===== config.mk =====
export PLATFORM = sky130hd
export DESIGN_NAME = vtd_top
export DESIGN_NICKNAME = d
export VERILOG_FILES = /design/src/vtd_divider.v /design/src/vtd_top.v
export VERILOG_INCLUDE_DIRS = /design/src /design/src/inc
export SDC_FILE = /design/constraint.sdc
export NUM_CORES = 1
export LEC_CHECK = 0
export BUFFER_PORTS_ARGS = -buffer_cell sky130_fd_sc_hd__buf_2
export CAP_MARGIN = 20
export CORE_MARGIN = 10
export CORE_UTILIZATION = 30
export DETAILED_ROUTE_END_ITERATION = 16
export PLACE_DENSITY_LB_ADDON = 0.3
export SYNTH_ARGS = -nofsm -noshare
export SYNTH_HDL_FRONTEND = slang
export SYNTH_HIERARCHICAL = 1
export SYNTH_SLANG_ARGS = --single-unit
export TNS_END_PERCENT = 10

===== constraint.sdc =====
create_clock -name pclk -period 9.2 [get_ports pclk]
set_clock_uncertainty 0.05 [all_clocks]
set_input_delay 1.84 -clock pclk [delete_from_list [all_inputs] [get_ports pclk]]
set_output_delay 1.84 -clock pclk [all_outputs]
set_load 0.005 [all_outputs]

===== src/inc/vtd_regs.vh =====
// register offsets, field positions, reset values and widths of the timing detector
`ifndef VTD_REGS_VH
`define VTD_REGS_VH
// apb byte offsets
`define VTD_CTRL_OFS 12'h000
`define VTD_STATUS_OFS 12'h004
`define VTD_TOTAL_COLS_OFS 12'h008
`define VTD_TOTAL_ROWS_OFS 12'h00c
`define VTD_BLANK_ROWS_OFS 12'h010
`define VTD_BLANK_LEFT_OFS 12'h014
`define VTD_BLANK_RIGHT_OFS 12'h018
`define VTD_ACT_LEFT_OFS 12'h01c
`define VTD_ACT_RIGHT_OFS 12'h020
`define VTD_ACT_TOP_OFS 12'h024
`define VTD_ACT_BOTTOM_OFS 12'h028
`define VTD_GEN_LEFT_OFS 12'h02c
`define VTD_GEN_RIGHT_OFS 12'h030
`define VTD_GEN_TOP_OFS 12'h034
`define VTD_GEN_BOTTOM_OFS 12'h038
// control fields
`define VTD_CTRL_HPOL_BIT 0
`define VTD_CTRL_VPOL_BIT 1
`define VTD_CTRL_AUTO_BIT 2
`define VTD_CTRL_GEN_BIT 3
`define VTD_CTRL_RST 32'h0000_0004
// status fields
`define VTD_ST_HPOL_BIT 0
`define VTD_ST_VPOL_BIT 1
`define VTD_ST_HSEEN_BIT 2
`define VTD_ST_VSEEN_BIT 3
`define VTD_ST_LOCK_BIT 4
// counter widths
`define VTD_CW 32
`define VTD_DW 16
`define VTD_DIV_STEPS 32
`endif


===== src/vtd_divider.v =====
// sequential unsigned divider, one quotient bit per clock
`timescale 1ns/1ps
module vtd_divider
(
  input wire pclk,
  input wire presetn,
  input wire start,
  input wire [31:0] dividend,
  input wire [15:0] divisor,
  output reg [15:0] quotient,
  output reg done
);
  // restoring division keeps area small; 32 cycles per result
  reg [31:0] num_reg;
  reg [32:0] rem_reg;
  reg [15:0] den_reg;
  reg [5:0] cnt_reg;
  reg busy_reg;
  wire [32:0] trial;
  assign trial = {rem_reg[31:0], num_reg[31]} - {17'h0_0000, den_reg};

  // iterate from msb down
  always @(posedge pclk or negedge presetn)
  begin
    if (!presetn)
    begin
      num_reg <= 32'h0000_0000;
      rem_reg <= 33'h0_0000_0000;
      den_reg <= 16'h0000;
      cnt_reg <= 6'h00;
      busy_reg <= 1'b0;
      quotient <= 16'h0000;
      done <= 1'b0;
    end
    else
    begin
      done <= 1'b0;
      if (start && !busy_reg)
      begin
        num_reg <= dividend;
        rem_reg <= 33'h0_0000_0000;
        den_reg <= divisor;
        cnt_reg <= 6'h00;
        busy_reg <= 1'b1;
      end
      else if (busy_reg)
      begin
        num_reg <= {num_reg[30:0], 1'b0};
        // non-negative trial keeps the subtraction
        if (!trial[32])
        begin
          rem_reg <= trial;
          num_reg <= {num_reg[30:0], 1'b1};
        end
        else
          rem_reg <= {rem_reg[31:0], num_reg[31]};
        cnt_reg <= cnt_reg + 6'h01;
        if (cnt_reg == 6'h1f)
        begin
          busy_reg <= 1'b0;
          done <= 1'b1;
          // quotient bits shifted into num; saturate to 16 bits
          // upper quotient half sits in num_reg[30:15] on the last step
          quotient <= (num_reg[30:15] != 16'h0000) ? 16'hffff :
            {num_reg[14:0], ~trial[32]};
        end
      end
    end
  end
endmodule


===== src/vtd_top.v =====
// input video timing detector with re-framing generator and apb registers
//
// Our own choices: the APB register port and the register addresses.
`timescale 1ns/1ps
`include "vtd_regs.vh"

// Functional notes
// - active sample while blank high: valid style
// - active sample while blank low: blank style
// - active sample flag always active high
// - vblank fall is frame origin, rise blanks
// - hblank rise starts, fall ends blanking
// - width is cycles between hblank falls
// - rows are vblank period over width
// - blank rows: vblank high time over width
// - left blank: vblank fall to hblank fall
// - right blank: vblank fall to hblank rise
// - first active sample gives top and left
// - last active sample gives bottom and right
// - all measurements readable over the bus
// - generator re-frames, moves blanking, crops active
// - re-framing keeps size and pixel rate
// - polarity bit1 vertical, bit0 horizontal, 1 valid
module vtd_top
(
  input wire pclk,
  input wire presetn,
  input wire psel,
  input wire penable,
  input wire pwrite,
  input wire [11:0] paddr,
  input wire [31:0] pwdata,
  output reg [31:0] prdata,
  output wire pready,
  output wire pslverr,
  input wire hblank_in,
  input wire vblank_in,
  input wire active_video_in,
  input wire [11:0] video_data_in,
  output reg hblank_out,
  output reg vblank_out,
  output reg active_video_out,
  output reg [11:0] video_data_out
);
  // pin synchronisers: stage one feeds only stage two
  reg [2:0] sync1_reg;
  reg [2:0] sync2_reg;
  reg [11:0] data1_reg;
  reg [11:0] data2_reg;
  // previous normalised levels for edge detection
  reg hb_d_reg;
  reg vb_d_reg;
  // registers
  reg [31:0] ctrl_reg;
  reg hpol_reg;
  reg vpol_reg;
  reg hseen_reg;
  reg vseen_reg;
  reg lock_reg;
  reg [15:0] total_cols_reg;
  reg [15:0] total_rows_reg;
  reg [15:0] blank_rows_reg;
  reg [15:0] blank_left_reg;
  reg [15:0] blank_right_reg;
  reg [15:0] act_left_reg;
  reg [15:0] act_right_reg;
  reg [15:0] act_top_reg;
  reg [15:0] act_bottom_reg;
  reg [15:0] gen_left_reg;
  reg [15:0] gen_right_reg;
  reg [15:0] gen_top_reg;
  reg [15:0] gen_bottom_reg;
  // running counters
  reg [15:0] line_cnt_reg;
  reg [31:0] frame_cnt_reg;
  reg [31:0] vbl_cnt_reg;
  reg [15:0] col_reg;
  reg [15:0] row_reg;
  reg left_open_reg;
  reg right_open_reg;
  reg first_act_reg;
  // per-frame active extent, published at frame start
  reg [15:0] ext_l_reg;
  reg [15:0] ext_r_reg;
  reg [15:0] ext_t_reg;
  reg [15:0] ext_b_reg;
  // divider job select: 0 total rows, 1 blank rows
  reg div_sel_reg;
  reg div_start_reg;
  reg idle_reg; // divider free for a new job
  reg [31:0] div_num_reg;
  reg pend_rows_reg;
  reg pend_blank_reg;
  reg [31:0] pend_rows_num_reg;
  reg [31:0] pend_blank_num_reg;
  wire [15:0] div_q;
  wire div_done;

  wire hb_raw;
  wire vb_raw;
  wire av_in;
  wire use_auto;
  wire hpol_eff;
  wire vpol_eff;
  wire hb_n;
  wire vb_n;
  wire h_fall;
  wire h_rise;
  wire v_fall;
  wire v_rise;
  wire bus_wr;
  wire bus_rd;

  assign hb_raw = sync2_reg[0];
  assign vb_raw = sync2_reg[1];
  assign av_in = sync2_reg[2];
  assign use_auto = ctrl_reg[`VTD_CTRL_AUTO_BIT];
  // polarity 1 means valid style (high = active area)
  assign hpol_eff = use_auto ? hpol_reg : ctrl_reg[`VTD_CTRL_HPOL_BIT];
  assign vpol_eff = use_auto ? vpol_reg : ctrl_reg[`VTD_CTRL_VPOL_BIT];
  assign hb_n = hb_raw ^ hpol_eff;
  assign vb_n = vb_raw ^ vpol_eff;
  assign h_fall = hb_d_reg & ~hb_n;
  assign h_rise = ~hb_d_reg & hb_n;
  assign v_fall = vb_d_reg & ~vb_n;
  assign v_rise = ~vb_d_reg & vb_n;
  assign pready = 1'b1;
  assign pslverr = 1'b0;
  assign bus_wr = psel & penable & pwrite;
  assign bus_rd = psel & ~penable & ~pwrite;

  // width-limiting helper for 32-bit counts into 16-bit fields
  function [15:0] sat16;
    input [31:0] v;
    begin
      sat16 = (v[31:16] != 16'h0000) ? 16'hffff : v[15:0];
    end
  endfunction

  // two flip-flops on every video input pin
  always @(posedge pclk or negedge presetn)
  begin
    if (!presetn)
    begin
      sync1_reg <= 3'h0;
      sync2_reg <= 3'h0;
      data1_reg <= 12'h000;
      data2_reg <= 12'h000;
    end
    else
    begin
      sync1_reg <= {active_video_in, vblank_in, hblank_in};
      sync2_reg <= sync1_reg;
      data1_reg <= video_data_in;
      data2_reg <= data1_reg;
    end
  end

  // polarity detection from active samples
  always @(posedge pclk or negedge presetn)
  begin
    if (!presetn)
    begin
      hpol_reg <= 1'b0;
      vpol_reg <= 1'b0;
      hseen_reg <= 1'b0;
      vseen_reg <= 1'b0;
    end
    else if (av_in)
    begin
      // level seen under an active sample tells the style
      hpol_reg <= hb_raw;
      vpol_reg <= vb_raw;
      hseen_reg <= 1'b1;
      vseen_reg <= 1'b1;
    end
  end

  // edge-based measurement counters
  always @(posedge pclk or negedge presetn)
  begin
    if (!presetn)
    begin
      hb_d_reg <= 1'b0;
      vb_d_reg <= 1'b0;
      line_cnt_reg <= 16'h0000;
      frame_cnt_reg <= 32'h0000_0000;
      vbl_cnt_reg <= 32'h0000_0000;
      col_reg <= 16'h0000;
      row_reg <= 16'h0000;
      left_open_reg <= 1'b0;
      right_open_reg <= 1'b0;
      total_cols_reg <= 16'h0000;
      blank_left_reg <= 16'h0000;
      blank_right_reg <= 16'h0000;
      lock_reg <= 1'b0;
      pend_rows_reg <= 1'b0;
      pend_blank_reg <= 1'b0;
      pend_rows_num_reg <= 32'h0000_0000;
      pend_blank_num_reg <= 32'h0000_0000;
    end
    else
    begin
      hb_d_reg <= hb_n;
      vb_d_reg <= vb_n;
      // cycles between successive hblank falls
      if (h_fall)
      begin
        total_cols_reg <= line_cnt_reg + 16'h0001;
        line_cnt_reg <= 16'h0000;
      end
      else
        line_cnt_reg <= line_cnt_reg + 16'h0001;
      // coordinates of the visible sample, lines wrap on the width
      if (v_fall)
      begin
        col_reg <= 16'h0001;
        row_reg <= 16'h0000;
      end
      else if (col_reg >= total_cols_reg - 16'h0001)
      begin
        col_reg <= 16'h0000;
        row_reg <= row_reg + 16'h0001;
      end
      else
        col_reg <= col_reg + 16'h0001;
      // frame period, published at each vblank fall after the first
      if (v_fall)
      begin
        frame_cnt_reg <= 32'h0000_0000;
        pend_rows_num_reg <= frame_cnt_reg + 32'h0000_0001;
        pend_rows_reg <= lock_reg;
        lock_reg <= 1'b1;
      end
      else
      begin
        frame_cnt_reg <= frame_cnt_reg + 32'h0000_0001;
        if (div_start_reg && !div_sel_reg)
          pend_rows_reg <= 1'b0;
      end
      // vertical blank duration, rise to fall
      if (v_rise)
        vbl_cnt_reg <= 32'h0000_0000;
      else if (v_fall)
      begin
        pend_blank_num_reg <= vbl_cnt_reg + 32'h0000_0001;
        pend_blank_reg <= 1'b1;
      end
      else
      begin
        vbl_cnt_reg <= vbl_cnt_reg + 32'h0000_0001;
        if (div_start_reg && div_sel_reg)
          pend_blank_reg <= 1'b0;
      end
      // left and right blank spans after the frame origin
      if (v_fall)
      begin
        left_open_reg <= 1'b1;
        right_open_reg <= 1'b1;
      end
      else
      begin
        if (left_open_reg && h_fall)
        begin
          blank_left_reg <= sat16(frame_cnt_reg + 32'h0000_0001);
          left_open_reg <= 1'b0;
        end
        if (right_open_reg && h_rise)
        begin
          blank_right_reg <= sat16(frame_cnt_reg + 32'h0000_0001);
          right_open_reg <= 1'b0;
        end
      end
    end
  end

  // one shared divider, rows job first
  always @(posedge pclk or negedge presetn)
  begin
    if (!presetn)
    begin
      div_start_reg <= 1'b0;
      div_sel_reg <= 1'b0;
      div_num_reg <= 32'h0000_0000;
      total_rows_reg <= 16'h0000;
      blank_rows_reg <= 16'h0000;
    end
    else
    begin
      div_start_reg <= 1'b0;
      if (div_done)
      begin
        if (div_sel_reg)
          blank_rows_reg <= div_q;
        else
          total_rows_reg <= div_q;
      end
      // launch only when idle, width known
      if (!div_start_reg && total_cols_reg != 16'h0000 && idle_reg)
      begin
        if (pend_rows_reg)
        begin
          div_sel_reg <= 1'b0;
          div_num_reg <= pend_rows_num_reg;
          div_start_reg <= 1'b1;
        end
        else if (pend_blank_reg)
        begin
          div_sel_reg <= 1'b1;
          div_num_reg <= pend_blank_num_reg;
          div_start_reg <= 1'b1;
        end
      end
    end
  end

  // divider busy tracking
  always @(posedge pclk or negedge presetn)
  begin
    if (!presetn)
      idle_reg <= 1'b1;
    else if (div_start_reg)
      idle_reg <= 1'b0;
    else if (div_done)
      idle_reg <= 1'b1;
  end

  vtd_divider u_div
  (
    .pclk(pclk),
    .presetn(presetn),
    .start(div_start_reg),
    .dividend(div_num_reg),
    .divisor(total_cols_reg),
    .quotient(div_q),
    .done(div_done)
  );

  // active extent of the current frame
  always @(posedge pclk or negedge presetn)
  begin
    if (!presetn)
    begin
      first_act_reg <= 1'b1;
      ext_l_reg <= 16'h0000;
      ext_r_reg <= 16'h0000;
      ext_t_reg <= 16'h0000;
      ext_b_reg <= 16'h0000;
      act_left_reg <= 16'h0000;
      act_right_reg <= 16'h0000;
      act_top_reg <= 16'h0000;
      act_bottom_reg <= 16'h0000;
    end
    else if (v_fall)
    begin
      // publish last frame's corners, arm next frame
      act_left_reg <= ext_l_reg;
      act_top_reg <= ext_t_reg;
      act_right_reg <= ext_r_reg;
      act_bottom_reg <= ext_b_reg;
      first_act_reg <= 1'b1;
    end
    else if (av_in)
    begin
      if (first_act_reg)
      begin
        ext_l_reg <= col_reg;
        ext_t_reg <= row_reg;
        first_act_reg <= 1'b0;
      end
      // last active sample so far
      ext_r_reg <= col_reg;
      ext_b_reg <= row_reg;
    end
  end

  // re-framing generator: same timing, pixel rate and size
  always @(posedge pclk or negedge presetn)
  begin
    if (!presetn)
    begin
      hblank_out <= 1'b1;
      vblank_out <= 1'b1;
      active_video_out <= 1'b0;
      video_data_out <= 12'h000;
    end
    else if (ctrl_reg[`VTD_CTRL_GEN_BIT])
    begin
      // window rectangle moves blanking and crops active
      hblank_out <= (col_reg < gen_left_reg) || (col_reg > gen_right_reg);
      vblank_out <= (row_reg < gen_top_reg) || (row_reg > gen_bottom_reg);
      active_video_out <= av_in && col_reg >= gen_left_reg &&
        col_reg <= gen_right_reg && row_reg >= gen_top_reg &&
        row_reg <= gen_bottom_reg;
      video_data_out <= data2_reg;
    end
    else
    begin
      // pass-through in normalised polarity, one pixel per clock
      hblank_out <= hb_n;
      vblank_out <= vb_n;
      active_video_out <= av_in;
      video_data_out <= data2_reg;
    end
  end

  // apb writes, take effect in the access phase
  always @(posedge pclk or negedge presetn)
  begin
    if (!presetn)
    begin
      ctrl_reg <= `VTD_CTRL_RST;
      gen_left_reg <= 16'h0000;
      gen_right_reg <= 16'hffff;
      gen_top_reg <= 16'h0000;
      gen_bottom_reg <= 16'hffff;
    end
    else if (bus_wr)
    begin
      case (paddr)
        `VTD_CTRL_OFS: ctrl_reg <= {28'h000_0000, pwdata[3:0]};
        `VTD_GEN_LEFT_OFS: gen_left_reg <= pwdata[15:0];
        `VTD_GEN_RIGHT_OFS: gen_right_reg <= pwdata[15:0];
        `VTD_GEN_TOP_OFS: gen_top_reg <= pwdata[15:0];
        `VTD_GEN_BOTTOM_OFS: gen_bottom_reg <= pwdata[15:0];
        default: ctrl_reg <= ctrl_reg;
      endcase
    end
  end

  // apb reads, data captured in setup so it is ready in access
  always @(posedge pclk or negedge presetn)
  begin
    if (!presetn)
      prdata <= 32'h0000_0000;
    else if (bus_rd)
    begin
      case (paddr)
        `VTD_CTRL_OFS: prdata <= ctrl_reg;
        `VTD_STATUS_OFS: prdata <= {27'h000_0000, lock_reg, vseen_reg,
          hseen_reg, vpol_eff, hpol_eff};
        `VTD_TOTAL_COLS_OFS: prdata <= {16'h0000, total_cols_reg};
        `VTD_TOTAL_ROWS_OFS: prdata <= {16'h0000, total_rows_reg};
        `VTD_BLANK_ROWS_OFS: prdata <= {16'h0000, blank_rows_reg};
        `VTD_BLANK_LEFT_OFS: prdata <= {16'h0000, blank_left_reg};
        `VTD_BLANK_RIGHT_OFS: prdata <= {16'h0000, blank_right_reg};
        `VTD_ACT_LEFT_OFS: prdata <= {16'h0000, act_left_reg};
        `VTD_ACT_RIGHT_OFS: prdata <= {16'h0000, act_right_reg};
        `VTD_ACT_TOP_OFS: prdata <= {16'h0000, act_top_reg};
        `VTD_ACT_BOTTOM_OFS: prdata <= {16'h0000, act_bottom_reg};
        `VTD_GEN_LEFT_OFS: prdata <= {16'h0000, gen_left_reg};
        `VTD_GEN_RIGHT_OFS: prdata <= {16'h0000, gen_right_reg};
        `VTD_GEN_TOP_OFS: prdata <= {16'h0000, gen_top_reg};
        `VTD_GEN_BOTTOM_OFS: prdata <= {16'h0000, gen_bottom_reg};
        // unmapped addresses read zero
        default: prdata <= 32'h0000_0000;
      endcase
    end
  end
endmodule


[Word level (Yosys, flattened, before mapping)]
Index checks and enable logic that the tools add are counted.
Word-level totals
  register bits: 679
  latch bits: 0
  memory bits (writable): 0
  bits in read-only memories: 0
  output and inout bits: 49
  word-level logic and storage cells: 203
  memories: 0
Operators by class
  add/subtract/negate cells: 8
  multiply operators: 0
  divide/modulo/power cells: 0
  $lt $le $gt $ge: 9
  equal/unequal tests: 16
  shift-type cells: 0
  mux-type cells: 49
  bitwise logic cells: 21
  reductions and logical operators: 44
Operators with widths (number)
  2-to-1 mux 32 bit: 10
  case mux 16 bit (15 select lines): 1
  2-to-1 mux 16 bit: 7
  equality test 12 x 6 -> 1 bit, second input constant: 7
  adder 32 x 1 -> 32 bit, second input constant: 2
  adder 16 x 1 -> 16 bit, second input constant: 3
  equality test 12 x 5 -> 1 bit, second input constant: 4
  >= comparator 16 bit: 3
  nonzero test 16 bit: 3
  subtractor 33 x 16 -> 33 bit: 1
  greater-than comparator 16 bit: 2
  less-or-equal comparator 16 bit: 2
  less-than comparator 16 bit: 2
  2-to-1 mux 1 bit: 29
  AND reduction 2 bit: 13
  equality test 12 x 4 -> 1 bit, second input constant: 2
  nonzero test 2 bit: 9
  subtractor 16 x 1 -> 16 bit, second input constant: 1
  equality test 12 x 3 -> 1 bit, second input constant: 1
  logical NOT 12 bit: 1
  2-to-1 mux 6 bit: 2
  logical AND 1 bit: 11
  inverter 1 bit: 11
  bitwise AND 1 bit: 8
  other kinds (7): 12

[Depth between registers and ports, before layout]
  depth after elaboration: 7
  depth in mapped cells: 15
  depth with buffers taken out: 14

[By module]
The synthesis kept the hierarchy.
By module, submodules not included
  vtd_top: instances 1, cells each 2487, area each 25562.0 um^2
  vtd_divider: instances 1, cells each 609, area each 5739.3 um^2

[Worst setup path before layout]
No wires, ideal clock.
  kind: input to register
  start: input paddr[9]
  end: register prdata[8]
  setup time: 82 ps
  arrival: 3528 ps
  required time: 9068 ps
  path slack: 5540 ps
  cell stages on the path: 7
  path buffers: 1
  cell sequence: nor4_2 -> nand4_1 -> nor2_1 -> clkbuf_1 -> a22oi_1 -> and3_1 -> a31oi_1
On the way
  longest elaborated chain between the ends: 2
  elaborated cells on any way between the ends: 16
  classes of those cells: 14 x eq/ne; 1 x mux; 1 x reduce/logical
RTL lines
  start: declaration: RTL line vtd_top.v:31  | input wire [11:0] paddr,
  equality test 12 x 6 -> 1 bit (tied with other cells): RTL line vtd_top.v:438  | case (paddr)
  case mux 16 bit (15 select lines) *: RTL line vtd_top.v:438
  end signal: assignment: RTL line vtd_top.v:439  | `VTD_CTRL_OFS: prdata <= ctrl_reg;
  end signal: assignment: RTL line vtd_top.v:440  | `VTD_STATUS_OFS: prdata <= {27'h000_0000, lock_reg, vseen_reg,
  end signal: assignment: RTL line vtd_top.v:442  | `VTD_TOTAL_COLS_OFS: prdata <= {16'h0000, total_cols_reg};
  end: declaration: RTL line vtd_top.v:33  | output reg [31:0] prdata,
Mark *: on every way between the ends. The rest lies on a longest branch, timed or not.
A chain may end at the register's enable or synchronous reset.

[Worst setup path in the final report]
  start: register total_cols_reg[3]
  end: register col_reg[5]
On the way
  longest elaborated chain between the ends: 4
RTL lines
  start: declaration: RTL line vtd_top.v:60  | reg [15:0] total_cols_reg;
  start signal: assignment: RTL line vtd_top.v:209  | total_cols_reg <= line_cnt_reg + 16'h0001;
  subtractor 16 x 1 -> 16 bit: RTL line vtd_top.v:220  | else if (col_reg >= total_cols_reg - 16'h0001)
  >= comparator 16 bit: RTL line vtd_top.v:220
  2-to-1 mux 16 bit: RTL line vtd_top.v:220
  2-to-1 mux 16 bit: RTL line vtd_top.v:215  | if (v_fall)
  end signal: assignment: RTL line vtd_top.v:226  | col_reg <= col_reg + 16'h0001;
  end: declaration: RTL line vtd_top.v:77  | reg [15:0] col_reg;
Every way passes these cells.

==> out/qor_table.md <==
| Item | Reported | Unit |
|---|---|---|
| Cell area after placement | 0.0331 | sq mm |
| Clock buffers created by TritonCTS | 76 | - |
| Status | complete, no violations | - |
| Num rows | 118 | - |
| R2R setup slack | 4.55 | ns |
| Sort of element at the end of the critical path | register | - |
| Placeable core area | 0.103 | sq mm |
| Worst-path fanout max | 17 | - |
| Commonest cells in the netlist | dfrtp_1, nand2_1, nor2_1, o21ai_0, clkbuf_1 | - |
| Static leakage power | 0.0169 | uW |
| Adder and majority cell fraction of the synthesized area | 4.18 | % |
| Die height | 343 | microns |
| Maximum clock frequency | 215 | MHz |
| Via total after detailed routing | 22700 | - |
| Synth warnings | 6 | - |
| Global-route wire length before repair | 136 | mm |
| Post-synthesis async set-or-reset flop share | 100 | % |
| Worst Path Required | 9.70 | ns |
| Clock latency of the later-clocked register in the worst-skew pair | 0.65 | ns |
| Area overhead of the layout relative to synthesis | 14.0 | % |
| Initial Util | 30.2 | % |
| Syn Area/Cell | 10.1 | sq um |
| Die X-Extent | 343 | microns |
| Portion of total power attributed to sequential cells | 46.6 | % |
| Multiplexer fraction of the synthesized cell area | 6.16 | % |
| Post-layout util | 34.5 | % |
| Sink Count | 663 | - |
| Drt first pass iters | 7 | - |
| Most frequently used flop master after synthesis | dfrtp_1 | - |
| Number of buffers inserted for hold repair after clock tree synthesis | 0 | - |
| Storage element area | 0.0166 | sq mm |
| Leading area contributor after synthesis | dfrtp_1 | - |
| CTS clock-pin slew for the worst setup and hold paths | 0.06 | ns |
| Fraction of layout instances using a drive strength above 1 | 13.7 | % |
| Hold Fails Final Rpt | 0 | - |
| Headroom to the max-slew limit | 19.1 | % |
| Number of routed nets with antenna violations | 0 | - |
| Number of violations of the max-capacitance limit | 0 | - |
| Compound-Gate Fraction of Synth Area | 12.2 | % |
| Power share of the combinational group | 8.3 | % |
| Post CTS Setup Buffer Count | 0 | - |
| Detailed Place HPWL | 58.2 | mm |
| Global router's overall resource usage | 14.6 | % |
| Count of different cell masters after synthesis | 83 | - |
| Clock tree root buffer cell | clkbuf_16 | - |
| Post-route cell area | 0.0357 | sq mm |
| Count of filler cells inserted in the layout | 10500 | - |
| Pin count of the biggest net entering global routing | 189 | - |
| Ant. Diodes | 0 | - |
| Power share of the clock group | 45.1 | % |
| Xor/xnor cell area share of the yosys netlist | 4.06 | % |
| Main area contributors after synthesis | dfrtp_1, nand2_1, ha_1 | - |
| Wirelength, routed | 86.7 | mm |
| Startpoint of the most critical register-to-register path | total_cols_reg[3] | - |
| Initial detailed-routing violation count | 1798 | - |
| Floorplan die area | 0.118 | sq mm |
| Vias in the first global route | 22600 | - |
| H-tree lvl count | 3 | - |
| Sw frac | 25.9 | % |
| VDD IR max | 122 | uV |
| Remaining global-route overflow | 0 | - |
| Depth of the worst register-to-register path | 13 | - |
| Startpoint type of the worst setup path | register | - |
| Number of enable-type register cells in the synthesized netlist | 0 | - |
| Worst-case clock buffer depth | 3 | - |
| Most repeated cell in the gate-level netlist after synthesis | dfrtp_1 | - |
| Number of gates resized after CTS | 0 | - |
| Multi-input logic area | 0.0136 | sq mm |
| Post-route DRC violation count | 0 | - |
| Ratio of final minimum period to clock period | 50.6 | % |
| Kind of critical path | reg -> reg | - |
| Worst min path class | reg -> reg | - |
| Fraction of synthesized cell area taken by the top area cell type | 50.0 | % |
| CTS tree | done | - |
| Boundary Pins | 113 | - |
| Share of the yosys chip area belonging to registers | 53.2 | % |
| PD cells | 193 | mW/mm^2 |
| Number of antenna violations at the first check in global routing | 1 | - |
| Worst hold slack across all endpoints | 0.293 | ns |
| Max-slew violation count | 0 | - |
| Cell area after technology mapping | 0.0313 | sq mm |
| Final critical delay including setup and external delays | 4.65 | ns |
| Setup repair after global routing missed its margin | false | - |
| Worst reg2reg path endpoint | col_reg[5] | - |
| Total of buffers placed on input and output ports | 78 | - |
| Placer congestion estimate | 0.857 | - |
| Combinational family with the most area after synthesis | simple AND/OR/NAND/NOR gates | - |
| Cells on Worst Hold Path | 0 | - |
| Data arrival time at the worst-slack endpoint | 5.15 | ns |
| Slew of the pin with the lowest slew margin | 1.21 | ns |
| Min-delay src | data2_reg[0] | - |
| Via/cell ratio | 4.98 | - |
| Synth Register Bits | 663 | - |
| Area fraction in and, or, nand and nor cells after synthesis | 16.3 | % |
| Mapped Cells | 3096 | - |
| Setup TNS after final layout | 0 | ns |
| Final count of negative-setup-slack endpoints | 0 | - |
| Internal cell power | 5120 | uW |
| Sink of the worst hold path | video_data_out[0] | - |
| Number of nets in the layout | 3294 | - |
| Wire per inst | 19.0 | microns |
| Net switching power of the design | 1780 | uW |
## layout by cell type, fill, tap and decap left out, drive strengths merged, types with 11 or more instances in the layout
cell	netlist	final
a21o	37	37
a21oi	93	93
buf	54	119
nand2b	12	12
dfstp	37	37
dfrtp	626	626
or3	22	22
nor3	49	49
inv	102	105
a222oi	14	14
o22a	16	16
o211ai	11	11
clkbuf	128	117
ha	103	103
xnor2	59	59
nand4	58	58
a31oi	61	61
mux2i	78	78
nor2	247	247
o21a	11	11
nor4	23	23
a22oi	67	67
mux2	102	102
xor2	86	86
o21ai	241	241
and3	51	51
nand2	524	524
a221oi	14	14
nand3	66	66
clkinv	0	11
conb	2	18
## stage by stage
| step | total power (uW) | cells | setup WS [ns] |
|---|---|---|---|
| after floorplan | 3560 | 3112 | 5.54 |
| after global placement | 3830 | 4424 | 4.46 |
| after detailed placement | 3840 | 4424 | 4.37 |
| after CTS | 6990 | 4562 | 4.57 |
| after global routing | 7190 | 4566 | 4.30 |
| final | 6900 | 4566 | 4.55 |
## final cells by class
cell class              count  share of cell area, %
well taps                1380                   4.84
clock buffers             117                   6.30
repair buffers            119                   2.19
inverters                 102                   1.07
multi-input cells        2164                   38.1
flip-flops and latches    663                   46.6
clock inverters            21                  0.894
## critical path, cell delays in order, from the launching register on
cell      delay [ns]
dfrtp_1         0.56
or3_1           0.48
nor4_1          0.24
nor2b_1         0.37
nand2_1         0.21
xor2_1          0.18
ha_1            0.31
a21o_1          0.18
a21o_1          0.17
a211oi_1        0.22
o21ai_0         0.13
a221o_1         0.66
nand2b_1        0.57
nor2_1          0.23
## power groups by stage
stage               Combinational (uW)  Clock, uW  Sequential (uW)
floorplan                          365          0             3200
global placement                   565          0             3270
detailed placement                 575          0             3270
CTS                                579       3200             3220
global route                       650       3310             3230
finish                             572       3110             3220
## logic make-up after synthesis
logic type                 after synthesis
DFF                                    663
xor gates and xnor gates               145
muxes                                  180
and+or+nand+nor                       1104
adders and majority gates              104
AOI/OAI and AO/OA                      613
buffers and inverters                  285
other                                    2
## per-layer routing
layer / up-vias / GRT usage (%) / part of all wire, %
met2: 429 / 23.7 / 47
li1: 10800 / - / -
met3: 119 / 2.22 / 4.2
met1: 11400 / 20.0 / 46
met4: 0 / 4.56 / 2.5
met5: - / 0 / 0
## worst max path at each step
stage,from,end,slack [ns]
4_1_cts,total_cols_reg[3],col_reg[5],4.57
5_1_grt,total_cols_reg[3],col_reg[5],4.30
3_3_place_gp,paddr[9],prdata[4],4.46
2_1_floorplan,paddr[9],prdata[8],5.54
3_5_place_dp,paddr[9],prdata[4],4.37
6_report,total_cols_reg[3],col_reg[5],4.55
No activity file was read; power rests on OpenSTA's default activity.
